### config.mk
export PLATFORM = sky130hd
export DESIGN_NAME = ors_relay_top
export DESIGN_NICKNAME = d
export VERILOG_FILES = /design/src/rtl/ors_pkg.sv /design/src/rtl/ors_relay_top.sv /design/src/rtl/ors_src_mux.sv /design/src/rtl/ors_tick_timer.sv
export SDC_FILE = /design/constraint.sdc
export NUM_CORES = 1
export LEC_CHECK = 0
export BUFFER_PORTS_ARGS = -buffer_cell sky130_fd_sc_hd__buf_2
export CAP_MARGIN = 15
export CORE_UTILIZATION = 43
export DETAILED_ROUTE_END_ITERATION = 8
export HOLD_SLACK_MARGIN = 0.05
export PLACE_DENSITY = 0.58
export SYNTH_ARGS = -nofsm -noshare
export SYNTH_HDL_FRONTEND = slang
export SYNTH_SLANG_ARGS = --single-unit
### constraint.sdc
create_clock -name core_clk_i -period 5.1 [get_ports core_clk_i]
set_input_delay 0.255 -clock core_clk_i [delete_from_list [all_inputs] [get_ports core_clk_i]]
set_output_delay 0.255 -clock core_clk_i [all_outputs]
set_load 0.1 [all_outputs]
### src/rtl/ors_pkg.sv
// Purpose: shared constants, types and register map of the output relay logic
// Assumes: 25 MHz core clock, 32-bit register port with byte addresses
// Notes:   all times are held in 10 ms steps, 0 to 300.00 s
package ors_pkg;

   // clock and time base
   localparam int unsigned CLK_HZ         = 25_000_000;        // core clock rate
   localparam int unsigned TICK_MS        = 10;                // time step of settings
   localparam int unsigned TICK_CYCLES    = CLK_HZ / 1000 * TICK_MS; // cycles per step
   localparam int unsigned TIME_MAX_S     = 300;               // longest setting in seconds
   localparam int unsigned TIME_MAX_STEPS = TIME_MAX_S * 1000 / TICK_MS;

   // widths
   localparam int unsigned NUM_SRC = 7;                        // sources per output
   localparam int unsigned POOL_W  = 32;                       // internal signal pool
   localparam int unsigned IDX_W   = 5;                        // pool index width
   localparam int unsigned ADDR_W  = 8;                        // register address width
   localparam int unsigned DATA_W  = 32;                       // register data width
   localparam int unsigned TIME_W  = 15;                       // time setting width

   localparam logic [TIME_W-1:0] TIME_MAX = TIME_W'(TIME_MAX_STEPS); // clamp value
   localparam logic [TIME_W-1:0] TIME_RST = 15'h0000;                // 0.00 s default

   // register offsets (byte addresses)
   localparam logic [ADDR_W-1:0] ADDR_ASSIGN0 = 8'h00;         // first source assignment
   localparam logic [ADDR_W-1:0] ADDR_STRIDE  = 8'h04;         // word spacing
   localparam logic [ADDR_W-1:0] ADDR_ACK     = 8'h1C;         // acknowledgement source
   localparam logic [ADDR_W-1:0] ADDR_CTRL    = 8'h20;         // latch and collective invert
   localparam logic [ADDR_W-1:0] ADDR_THOLD   = 8'h24;         // minimum hold time
   localparam logic [ADDR_W-1:0] ADDR_TOFF    = 8'h28;         // switch-off delay
   localparam logic [ADDR_W-1:0] ADDR_STATUS  = 8'h2C;         // live state, read only

   // field positions
   localparam int unsigned CFG_EN_BIT     = 7;                 // source assigned
   localparam int unsigned CFG_INV_BIT    = 6;                 // source inverted
   localparam int unsigned CTRL_LATCH_BIT = 0;                 // latching enabled
   localparam int unsigned CTRL_CINV_BIT  = 1;                 // collective inverted
   localparam int unsigned STS_RELAY_BIT  = 0;                 // relay driven
   localparam int unsigned STS_LATCH_BIT  = 1;                 // latched state held
   localparam int unsigned STS_COLL_BIT   = 2;                 // collective signal
   localparam int unsigned STS_DLY_BIT    = 3;                 // switch-off delay running
   localparam int unsigned STS_HOLD_BIT   = 4;                 // hold time running

   // one source or acknowledgement selection
   typedef struct packed {
      logic             en;                                    // assigned
      logic             inv;                                   // inverted
      logic [IDX_W-1:0] idx;                                   // pool index
   } ors_src_cfg_t;

   // output control settings
   typedef struct packed {
      logic latch_en;                                          // latch on pickup
      logic coll_inv;                                          // invert ored result
   } ors_ctrl_t;

   localparam ors_src_cfg_t CFG_RST  = '{en: 1'b0, inv: 1'b0, idx: 5'h00};
   localparam ors_ctrl_t    CTRL_RST = '{latch_en: 1'b0, coll_inv: 1'b0};

   // switch-off delay stage states
   typedef enum logic [2:0] {
      DLY_OFF = 3'b001,                                        // output released
      DLY_ON  = 3'b010,                                        // output demanded
      DLY_RUN = 3'b100                                         // waiting out the delay
   } ors_dly_state_t;

endpackage : ors_pkg

### src/rtl/ors_relay_top.sv
// Purpose: drives one binary output relay from selectable internal signals
// Assumes: register port strobes are single cycles, never both at once
// Notes:   latch, switch-off delay and minimum hold run in that order
//
// Implementation choices: the address map and the address-and-strobe port.
module ors_relay_top #(
   parameter int unsigned TICK_CYCLES = ors_pkg::TICK_CYCLES // cycles per 10 ms step
) (
   // clock and reset
   input  wire logic                       core_clk_i,
   input  wire logic                       rst_n_i,
   // register port
   input  wire logic [ors_pkg::ADDR_W-1:0] reg_addr_i,
   input  wire logic [ors_pkg::DATA_W-1:0] reg_wdata_i,
   input  wire logic                       reg_wr_i,
   input  wire logic                       reg_rd_i,
   output logic      [ors_pkg::DATA_W-1:0] reg_rdata_o,
   // internal signal pool
   input  wire logic [ors_pkg::POOL_W-1:0] sig_pool_i,
   // relay coil
   output logic                            relay_o
);
   import ors_pkg::*;

   localparam int unsigned PRE_W = $clog2(TICK_CYCLES);      // prescaler width
   localparam logic [PRE_W-1:0] PRE_LAST = PRE_W'(TICK_CYCLES - 1);

   // settings
   ors_src_cfg_t       src_cfg_q [NUM_SRC];                   // source assignments
   ors_src_cfg_t       ack_cfg_q;                             // acknowledgement source
   ors_ctrl_t          ctrl_q;                                // latch and invert
   logic [TIME_W-1:0]  thold_q;                               // minimum hold, steps
   logic [TIME_W-1:0]  toff_q;                                // switch-off delay, steps

   // datapath state
   logic [PRE_W-1:0]   pre_q;                                 // step prescaler
   logic               tick_q;                                // one pulse per step
   logic               latched_q;                             // latched pickup
   ors_dly_state_t     dly_q;                                 // switch-off stage
   ors_dly_state_t     dly_d;                                 // next switch-off state
   logic               relay_q;                               // relay as driven
   logic [DATA_W-1:0]  rdata_q;                               // read answer

   // combinational terms
   logic               coll;                                  // collective signal
   logic               ack;                                   // acknowledgement level
   logic               want;                                  // demand after latch
   logic               dly_on;                                // demand after delay
   logic               off_done;                              // delay has run out
   logic               hold_done;                             // hold time has run out
   logic               change;                                // relay toggles now

   // read word of a source selection
   function automatic logic [DATA_W-1:0] cfg_word(input ors_src_cfg_t c);
      logic [DATA_W-1:0] w;
      w = '0;
      w[CFG_EN_BIT]  = c.en;
      w[CFG_INV_BIT] = c.inv;
      w[IDX_W-1:0]   = c.idx;
      return w;
   endfunction : cfg_word

   // source selection from a written word
   function automatic ors_src_cfg_t word_cfg(input logic [DATA_W-1:0] w);
      ors_src_cfg_t c;
      c.en  = w[CFG_EN_BIT];
      c.inv = w[CFG_INV_BIT];
      c.idx = w[IDX_W-1:0];
      return c;
   endfunction : word_cfg

   // time setting from a written word, clamped to 300.00 s
   function automatic logic [TIME_W-1:0] word_time(input logic [DATA_W-1:0] w);
      logic [TIME_W-1:0] t;
      t = TIME_MAX;
      if (w <= DATA_W'(TIME_MAX)) begin
         t = w[TIME_W-1:0];
      end
      return t;
   endfunction : word_time

   // ------------------------------------------------------------------
   // register writes
   // ------------------------------------------------------------------

   // one assignment register per source
   for (genvar g = 0; g < NUM_SRC; g++) begin : g_cfg
      localparam logic [ADDR_W-1:0] MY_ADDR = ADDR_W'(ADDR_ASSIGN0 + g * ADDR_STRIDE);
      // source select and inversion, both inactive after reset
      always_ff @(posedge core_clk_i) begin
         if (!rst_n_i) begin
            src_cfg_q[g] <= CFG_RST;
         end else if (reg_wr_i && reg_addr_i == MY_ADDR) begin
            src_cfg_q[g] <= word_cfg(reg_wdata_i);
         end
      end
   end

   // acknowledgement source select
   always_ff @(posedge core_clk_i) begin
      if (!rst_n_i) begin
         ack_cfg_q <= CFG_RST;
      end else if (reg_wr_i && reg_addr_i == ADDR_ACK) begin
         ack_cfg_q     <= word_cfg(reg_wdata_i);
         ack_cfg_q.inv <= 1'b0;                                   // no inversion here
      end
   end

   // latch enable and collective inversion, both off after reset
   always_ff @(posedge core_clk_i) begin
      if (!rst_n_i) begin
         ctrl_q <= CTRL_RST;
      end else if (reg_wr_i && reg_addr_i == ADDR_CTRL) begin
         ctrl_q.latch_en <= reg_wdata_i[CTRL_LATCH_BIT];
         ctrl_q.coll_inv <= reg_wdata_i[CTRL_CINV_BIT];
      end
   end

   // time settings, 0.00 s after reset
   always_ff @(posedge core_clk_i) begin
      if (!rst_n_i) begin
         thold_q <= TIME_RST;
         toff_q  <= TIME_RST;
      end else if (reg_wr_i && reg_addr_i == ADDR_THOLD) begin
         thold_q <= word_time(reg_wdata_i);
      end else if (reg_wr_i && reg_addr_i == ADDR_TOFF) begin
         toff_q  <= word_time(reg_wdata_i);
      end
   end

   // ------------------------------------------------------------------
   // register reads: answer stands only in the cycle after the strobe
   // ------------------------------------------------------------------

   always_ff @(posedge core_clk_i) begin
      if (!rst_n_i) begin
         rdata_q <= '0;
      end else if (!reg_rd_i) begin
         rdata_q <= '0;                                           // idle bus reads zero
      end else if (reg_addr_i < ADDR_ACK && reg_addr_i[1:0] == 2'b00) begin
         rdata_q <= cfg_word(src_cfg_q[reg_addr_i[4:2]]);         // assignment n
      end else if (reg_addr_i == ADDR_ACK) begin
         rdata_q <= cfg_word(ack_cfg_q);
      end else if (reg_addr_i == ADDR_CTRL) begin
         rdata_q                 <= '0;
         rdata_q[CTRL_LATCH_BIT] <= ctrl_q.latch_en;
         rdata_q[CTRL_CINV_BIT]  <= ctrl_q.coll_inv;
      end else if (reg_addr_i == ADDR_THOLD) begin
         rdata_q <= DATA_W'(thold_q);
      end else if (reg_addr_i == ADDR_TOFF) begin
         rdata_q <= DATA_W'(toff_q);
      end else if (reg_addr_i == ADDR_STATUS) begin
         rdata_q                <= '0;
         rdata_q[STS_RELAY_BIT] <= relay_q;
         rdata_q[STS_LATCH_BIT] <= latched_q;
         rdata_q[STS_COLL_BIT]  <= coll;
         rdata_q[STS_DLY_BIT]   <= (dly_q == DLY_RUN);
         rdata_q[STS_HOLD_BIT]  <= ~hold_done;
      end else begin
         rdata_q <= '0;                                           // unmapped reads zero
      end
   end

   // ------------------------------------------------------------------
   // time base
   // ------------------------------------------------------------------

   // free-running 10 ms step pulse
   always_ff @(posedge core_clk_i) begin
      if (!rst_n_i) begin
         pre_q  <= '0;
         tick_q <= 1'b0;
      end else if (pre_q == PRE_LAST) begin
         pre_q  <= '0;
         tick_q <= 1'b1;
      end else begin
         pre_q  <= pre_q + PRE_W'(1);
         tick_q <= 1'b0;
      end
   end

   // ------------------------------------------------------------------
   // source selection and collective signal
   // ------------------------------------------------------------------

   ors_src_mux u_mux (
      .pool_i     (sig_pool_i),
      .src_cfg_i  (src_cfg_q),
      .ack_cfg_i  (ack_cfg_q),
      .coll_inv_i (ctrl_q.coll_inv),
      .coll_o     (coll),
      .ack_o      (ack)
   );

   // ------------------------------------------------------------------
   // latch stage
   // ------------------------------------------------------------------

   // pickup sets, acknowledgement clears; pickup wins a tie
   always_ff @(posedge core_clk_i) begin
      if (!rst_n_i) begin
         latched_q <= 1'b0;
      end else if (!ctrl_q.latch_en) begin
         latched_q <= 1'b0;
      end else if (coll) begin
         latched_q <= 1'b1;
      end else if (ack) begin
         latched_q <= 1'b0;
      end
   end

   // demand is live signal or held pickup
   assign want = coll | latched_q;

   // ------------------------------------------------------------------
   // switch-off delay stage
   // ------------------------------------------------------------------

   // counts from the end of demand; held cleared while demand stands
   ors_tick_timer u_off_tmr (
      .core_clk_i (core_clk_i),
      .rst_n_i    (rst_n_i),
      .tick_i     (tick_q),
      .restart_i  (dly_q != DLY_RUN),
      .limit_i    (toff_q),
      .done_o     (off_done)
   );

   // next state of the switch-off stage
   always_comb begin
      dly_d = dly_q;
      case (dly_q)
         DLY_OFF: begin
            if (want) begin
               dly_d = DLY_ON;
            end
         end
         DLY_ON: begin
            if (!want) begin
               dly_d = (toff_q == TIME_RST) ? DLY_OFF : DLY_RUN;
            end
         end
         DLY_RUN: begin
            if (want) begin
               dly_d = DLY_ON;                                    // demand back, cancel
            end else if (off_done) begin
               dly_d = DLY_OFF;
            end
         end
         default: begin
            dly_d = DLY_OFF;                                      // recover from bad code
         end
      endcase
   end

   // switch-off stage register
   always_ff @(posedge core_clk_i) begin
      if (!rst_n_i) begin
         dly_q <= DLY_OFF;
      end else begin
         dly_q <= dly_d;
      end
   end

   assign dly_on = (dly_q != DLY_OFF);                          // pickup not delayed

   // ------------------------------------------------------------------
   // minimum hold stage
   // ------------------------------------------------------------------

   // counts from the last relay change
   ors_tick_timer u_hold_tmr (
      .core_clk_i (core_clk_i),
      .rst_n_i    (rst_n_i),
      .tick_i     (tick_q),
      .restart_i  (change),
      .limit_i    (thold_q),
      .done_o     (hold_done)
   );

   // relay follows only once the previous state has been held long enough
   assign change = (dly_on != relay_q) && hold_done;

   // relay drive register
   always_ff @(posedge core_clk_i) begin
      if (!rst_n_i) begin
         relay_q <= 1'b0;
      end else if (change) begin
         relay_q <= dly_on;
      end
   end

   // outputs straight from flip-flops
   assign relay_o     = relay_q;
   assign reg_rdata_o = rdata_q;

endmodule : ors_relay_top

### src/rtl/ors_src_mux.sv
// Purpose: picks sources from the signal pool and forms the collective signal
// Assumes: pool signals are synchronous to the core clock
// Notes:   purely combinational; an unassigned source adds nothing to the or
module ors_src_mux (
   // signal pool
   input  wire logic [ors_pkg::POOL_W-1:0] pool_i,
   // selections
   input  ors_pkg::ors_src_cfg_t           src_cfg_i [ors_pkg::NUM_SRC],
   input  ors_pkg::ors_src_cfg_t           ack_cfg_i,
   input  wire logic                       coll_inv_i,
   // results
   output logic                            coll_o,
   output logic                            ack_o
);
   import ors_pkg::*;

   logic [NUM_SRC-1:0] term;                                   // per-source contribution

   // one selector per source
   for (genvar g = 0; g < NUM_SRC; g++) begin : g_src
      // inverted or plain pool bit, gated by assignment
      assign term[g] = src_cfg_i[g].en & (pool_i[src_cfg_i[g].idx] ^ src_cfg_i[g].inv);
   end

   // or of all sources, then optional inversion
   assign coll_o = (|term) ^ coll_inv_i;

   // acknowledgement source, inactive when unassigned
   assign ack_o  = ack_cfg_i.en & pool_i[ack_cfg_i.idx];

endmodule : ors_src_mux

### src/rtl/ors_tick_timer.sv
// Purpose: counts time steps since the last restart against a limit
// Assumes: tick_i is a one-cycle pulse once per time step
// Notes:   done after limit+1 ticks, at once for a zero limit, so that at least limit full steps pass
module ors_tick_timer (
   // clock and reset
   input  wire logic                       core_clk_i,
   input  wire logic                       rst_n_i,
   // control
   input  wire logic                       tick_i,
   input  wire logic                       restart_i,
   input  wire logic [ors_pkg::TIME_W-1:0] limit_i,
   // result
   output logic                            done_o
);
   import ors_pkg::*;

   logic [TIME_W:0] cnt_q;                                     // ticks seen, saturating

   // tick counter, cleared by restart, stops once done
   always_ff @(posedge core_clk_i) begin
      if (!rst_n_i) begin
         cnt_q <= '0;
      end else if (restart_i) begin
         cnt_q <= '0;
      end else if (tick_i && !done_o) begin
         cnt_q <= cnt_q + (TIME_W+1)'(1);
      end
   end

   // zero limit means no wait at all
   assign done_o = (limit_i == TIME_RST) || (cnt_q > {1'b0, limit_i});

endmodule : ors_tick_timer

Word-level counts from Yosys, hierarchy flattened
Index checks and enable logic that the tools add are counted.
{"block": "totals", "regBits": 175, "in_bits": 76, "output_inout_bits": 33, "elab_cells": 165}
{"block": "op_classes", "n_addsub": 3, "order_cmp": 13, "n_eq_ne": 21, "mux": 35, "n_bitwise": 22, "reduce_logical": 34}
{"cell": "$lt 5x6->1 const B", "count": 8}
{"cell": "$mux 15", "count": 3}
{"cell": "$bmux 1 s5", "count": 8}
{"cell": "$add 16x1->16 const B", "count": 2}
{"cell": "$eq 8x5->1 const B", "count": 4}
{"cell": "$eq 8x6->1 const B", "count": 4}
{"cell": "$gt 16x15->1", "count": 2}
{"cell": "$le 32x15->1 const B", "count": 1}
{"cell": "$logic_not 15->1", "count": 2}
{"cell": "$mux 8", "count": 3}
{"cell": "$bmux 7 s3", "count": 1}
{"cell": "$add 18x1->18 const B", "count": 1}
{"cell": "$eq 18x18->1 const B", "count": 1}
{"cell": "$eq 8x4->1 const B", "count": 2}
{"cell": "$logic_and 1x1->1", "count": 15}
{"cell": "$mux 3", "count": 5}
{"cell": "$mux 7", "count": 2}
{"cell": "$reduce_or 7->1", "count": 2}
{"cell": "$mux 1", "count": 11}
{"cell": "$pmux 3 s3", "count": 1}
{"cell": "$and 1x1->1", "count": 8}
{"cell": "$eq 8x3->1 const B", "count": 1}
{"cell": "$logic_not 8->1", "count": 1}
{"cell": "$lt 8x5->1 const B", "count": 1}
{"cell": "other kinds (22)", "count": 39}

Depth between registers and ports, before layout
{"block": "logic_depth", "word_depth": 12, "ltp_mapped": 12, "depth_no_buf": 11}

Hierarchy
A second synthesis with hierarchy kept.
{"block": "unflattened", "hier_cells": 1169, "area_unflattened_um2": 10809.1}
{"module": "ors_relay_top", "n_inst": 1, "cells_each": 635, "area_per_inst_um2": 5861.9, "seq_area_each_um2": 2522.4}
{"module": "ors_src_mux", "n_inst": 1, "cells_each": 210, "area_per_inst_um2": 2376.0, "seq_area_each_um2": 0.0}
{"module": "ors_tick_timer (u_hold_tmr)", "n_inst": 1, "cells_each": 162, "area_per_inst_um2": 1286.2, "seq_area_each_um2": 320.3}
{"module": "ors_tick_timer (u_off_tmr)", "n_inst": 1, "cells_each": 162, "area_per_inst_um2": 1285.0, "seq_area_each_um2": 320.3}

Worst setup path after synthesis
OpenSTA, ideal clock, no wires.
{"block": "synth_timing", "path_kind": "register to register", "start": "register toff_q[9]", "end": "register u_off_tmr.cnt_q[9]", "setup_time_ns": 0.116, "t_arrival_ns": 2.525, "required_time_ns": 4.984, "slack_ns": 2.459, "stages_incl_launch_ff": 13, "n_path_buf": 1, "synth_period_minus_slack_ns": 2.641, "path_cell_list": "dfxtp_1 -> inv_1 -> ha_1 -> a21o_1 -> a21o_1 -> a21oi_1 -> nor2_1 -> a2111oi_1 -> o211ai_1 -> buf_2 -> nor3_2 -> a21oi_1 -> a31o_2"}
{"block": "synth_via", "elab_chain_len": 4, "word_cells_on_any_way": 5, "cone_classes": "order compare (1); reduce/logical (4)"}
{"item": "start, declared", "line_no": "ors_relay_top.sv:33", "text": "logic [TIME_W-1:0] toff_q;"}
{"item": "start signal, assigned", "line_no": "ors_relay_top.sv:127", "text": "toff_q <= word_time(reg_wdata_i);"}
{"item": "$gt 16x15->1 or $logic_not 15->1 (tied branches)", "line_no": "ors_tick_timer.sv:31", "text": "assign done_o = (limit_i == TIME_RST) || (cnt_q > {1'b0, limit_i});"}
{"item": "$logic_or 1x1->1 *", "line_no": "ors_tick_timer.sv:31"}
{"item": "$logic_not 1->1 *", "line_no": "ors_tick_timer.sv:25", "text": "end else if (tick_i && !done_o) begin"}
{"item": "$logic_and 1x1->1 *", "line_no": "ors_tick_timer.sv:25"}
{"item": "end signal, assigned", "line_no": "ors_tick_timer.sv:26", "text": "cnt_q <= cnt_q + (TIME_W+1)'(1);"}
{"item": "end, declared", "line_no": "ors_tick_timer.sv:17", "text": "logic [TIME_W:0] cnt_q;"}
Mark *: on every way between the ends. The rest lies on a longest branch, timed or not.
A chain may end at the register's enable or synchronous reset.

Worst setup path in the final report
{"block": "layout_timing", "start": "register toff_q[9]", "end": "register u_off_tmr.cnt_q[6]"}
Same word-level chain as after synthesis.

==> impl_metrics.toml <==
[critical_path]
path_class = "register to register"
slowest_delay_ns = 0.61
crit_arrival_ns = 3.71
slowest_stage = "a2111oi_1"
cp.required_ns = 5.39
critPathMaxFanout = 12
r2r_cells = 11
cp-end-kind = "register"
critical_path_buf_inv_count = 1
path_depth = 11
crit_family = "compound AO/OA/AOI/OAI gates"
cp_cell_sequence = "inv_1 -> ha_1 -> a21o_1 -> a21o_1 -> a21oi_1 -> nor2_1 -> a2111oi_1 -> o211ai_1 -> nor3b_1 -> a31o_2 -> a21oi_1"
start_kind = "register"

[logic_synthesis]
ys_ff_latch = 158
synth_flop_cell = "dfxtp_1"
syn-cell-area_sq_mm = 0.0106
avgSynthCellArea_sq_um = 8.80
syn_inst = 1200
yosysSeqAreaShare_pct = 30.0
synth_edf_count = 0
yosysUniqueCellTypes = 73
synth_warnings = 0
ys_async_sr_fraction_pct = 0

[power_and_ir_drop]
p_total_mw = 2.82
p_leak_nw = 4.29
comb_power_share_pct = 9.4
peakVddDrop_mv = 0.183
pwr_density_cell_mw_per_mm2 = 241
p_clk_share_pct = 46.7
switching_power_uw = 799
sw_frac_of_total_pct = 28.3
p_int_mw = 2.02
pwr-share-seq_pct = 43.9

[die]
rows = 56
fp.dieW_um = 159
start_util_pct = 44.4
design.core.area_sq_mm = 0.0238
die-area_sq_mm = 0.0252
die_h_um = 159
io-pin-count = 109

[timing]
rsz0062_at_grt = "false"
finClkSkew_ns = 0.0137
hold_viol = 0
setup_tns_ns = 0
whs_ns = 0.117
drv_slew = 0
finalSetupViolations = 0
tightest_slew_ns = 1.10
slew_headroom_pct = 26.6
setup_ws_ns = 1.68
period_needed_ns = 3.42
min_period_over_period_pct = 67.0
fmax_mhz = 292

[drt]
drc = 0
drt_pass1_iterations = 5
wl_per_cell_um = 19.3
wl_um = 30500
drt_iter0_markers = 765
route.vias.total = 9155
vias_per_cell = 5.79
ant_nets = 0

[clock_network]
tritoncts = "done"
ctsRootBufferMaster = "clkbuf_16"
cts_max_path_buffers = 2
h-tree-depth = 4
cts_buffers = 17
ctsHoldBuffers = 0
path_clk_slew_ns = 0.07
post-cts-setup-buffers = 0
cts_resized = 0
insertion_delay_ns = 0.43
clock-sinks = 158

[final_layout]
nets = 1356
areaGrowthSynthToFinish_pct = 10.9
fillers = 2279
fin_util_pct = 49.3
final_cell_mix = "158 x dfxtp_1, 131 x mux2i_1, 102 x nand2_1"
stdcell_area_sq_mm = 0.0117
drive_gt1_share_pct = 14.8
final_common_cell = "dfxtp_1"
final_cells = 1580

[min_path]
min_path_cells = 3
hp-class = "primary input to register"

[global_routing]
grt_pass1_wl_um = 48400
grt_max_degree = 88
grt_pass1_vias = 8532
antenna_found_initial = 1
grt_overflow = 0
track_usage_pct = 25.2

[place]
placed_area_sq_mm = 0.0111
dp_hpwl_um = 21700
gp_congestion = 0.869
place_ws_ns = 1.68
dp.cells = 1547
port-buffer-count = 91

[job]
cap_viol_max_count = 0

[outcome]
outcome = "complete, no violations"
## layer usage
metal	share of wire (%)	vias to the layer above	track usage, %
met2	43	338	36.5
met4	1.4	0	6.73
li1	-	4444	-
met1	49	4337	37.9
met5	0	-	0
met3	6.9	36	4.57
## logic make-up (layout without fill, tap and decap cells)
| kind of cell | Yosys count | in the layout | synth area share (%) |
|---|---|---|---|
| flip-flops | 158 | 158 | 30.0 |
| AO/OA/AOI/OAI | 200 | 200 | 13.6 |
| other | 1 | 18 | 0.0355 |
| multiplexers | 179 | 179 | 21.0 |
| adder cells (fa/ha/maj) | 33 | 33 | 3.91 |
| AND/OR/NAND/NOR | 458 | 458 | 22.6 |
| buffers and inverters | 133 | 177 | 5.83 |
| XOR/XNOR | 38 | 38 | 3.15 |
## sequential cells by signal, summed over array words and instances, names as in the netlist, 2 cells and up
signal,count
dly_q,3
u_off_tmr.cnt_q,16
toff_q,15
reg_rdata_o,15
u_hold_tmr.cnt_q,16
thold_q,15
src_cfg_q,49
ack_cfg_q,6
ctrl_q,2
pre_q,18
## Yosys cell counts (all sizes together), types with 7 or more instances
cell	n	share of area [%]
nor4	18	1.2
and3	14	0.83
a22oi	33	2.4
o211a	15	1.4
o22ai	9	0.53
xor2	20	1.7
a21oi	35	1.7
mux2	16	1.7
inv	47	1.7
ha	33	3.9
a211oi	10	0.71
mux4	32	6.8
and2	11	0.65
buf	41	2.5
nand2b	16	0.95
nor2	82	2.9
nand2	102	3.6
dfxtp	158	30
o21a	7	0.50
mux2i	131	12
xnor2	18	1.5
nor3	14	0.76
clkbuf	45	1.6
nor2b	71	4.2
or3	7	0.41
a21o	12	0.85
o21ai	22	1.0
nand4	27	1.6
nand3	67	3.2
a21boi	24	1.7
## final cells by class
class	instances	area [sq um]	area share, %
clock buffers	17	425	3.63
well taps	319	399	3.41
flip-flops and latches	158	3160	27.0
multi-input cells	925	6840	58.4
repair buffers	98	508	4.34
inverters	47	176	1.51
diodes	1	2.50	0.0214
clock inverters	15	193	1.65
## worst register-to-register path: cells and delay by family (launching register included)
kind,cells,cell delay [ns]
flops,1,0.40
simple gates,2,0.61
buf+inv,1,0.06
compound gates,7,1.92
fa+ha+maj,1,0.30
## final timing paths
check	startpoint	to	slack, ns
hold / removal	reg_wdata_i[9]	toff_q[9]	0.12
setup / recovery	toff_q[9]	u_off_tmr.cnt_q[6]	1.68
setup reg to reg	toff_q[9]	u_off_tmr.cnt_q[6]	1.68
hold reg to reg	pre_q[0]	pre_q[0]	0.47
## power groups by stage
stage / clock (mW) / sequential (mW) / combinational, mW
floorplan: 0 / 1.27 / 0.172
global placement: 0 / 1.27 / 0.261
detailed placement: 0 / 1.27 / 0.261
CTS: 1.34 / 1.24 / 0.261
global route: 1.39 / 1.24 / 0.281
finish: 1.32 / 1.24 / 0.265
No activity file was read; power rests on OpenSTA's default activity.
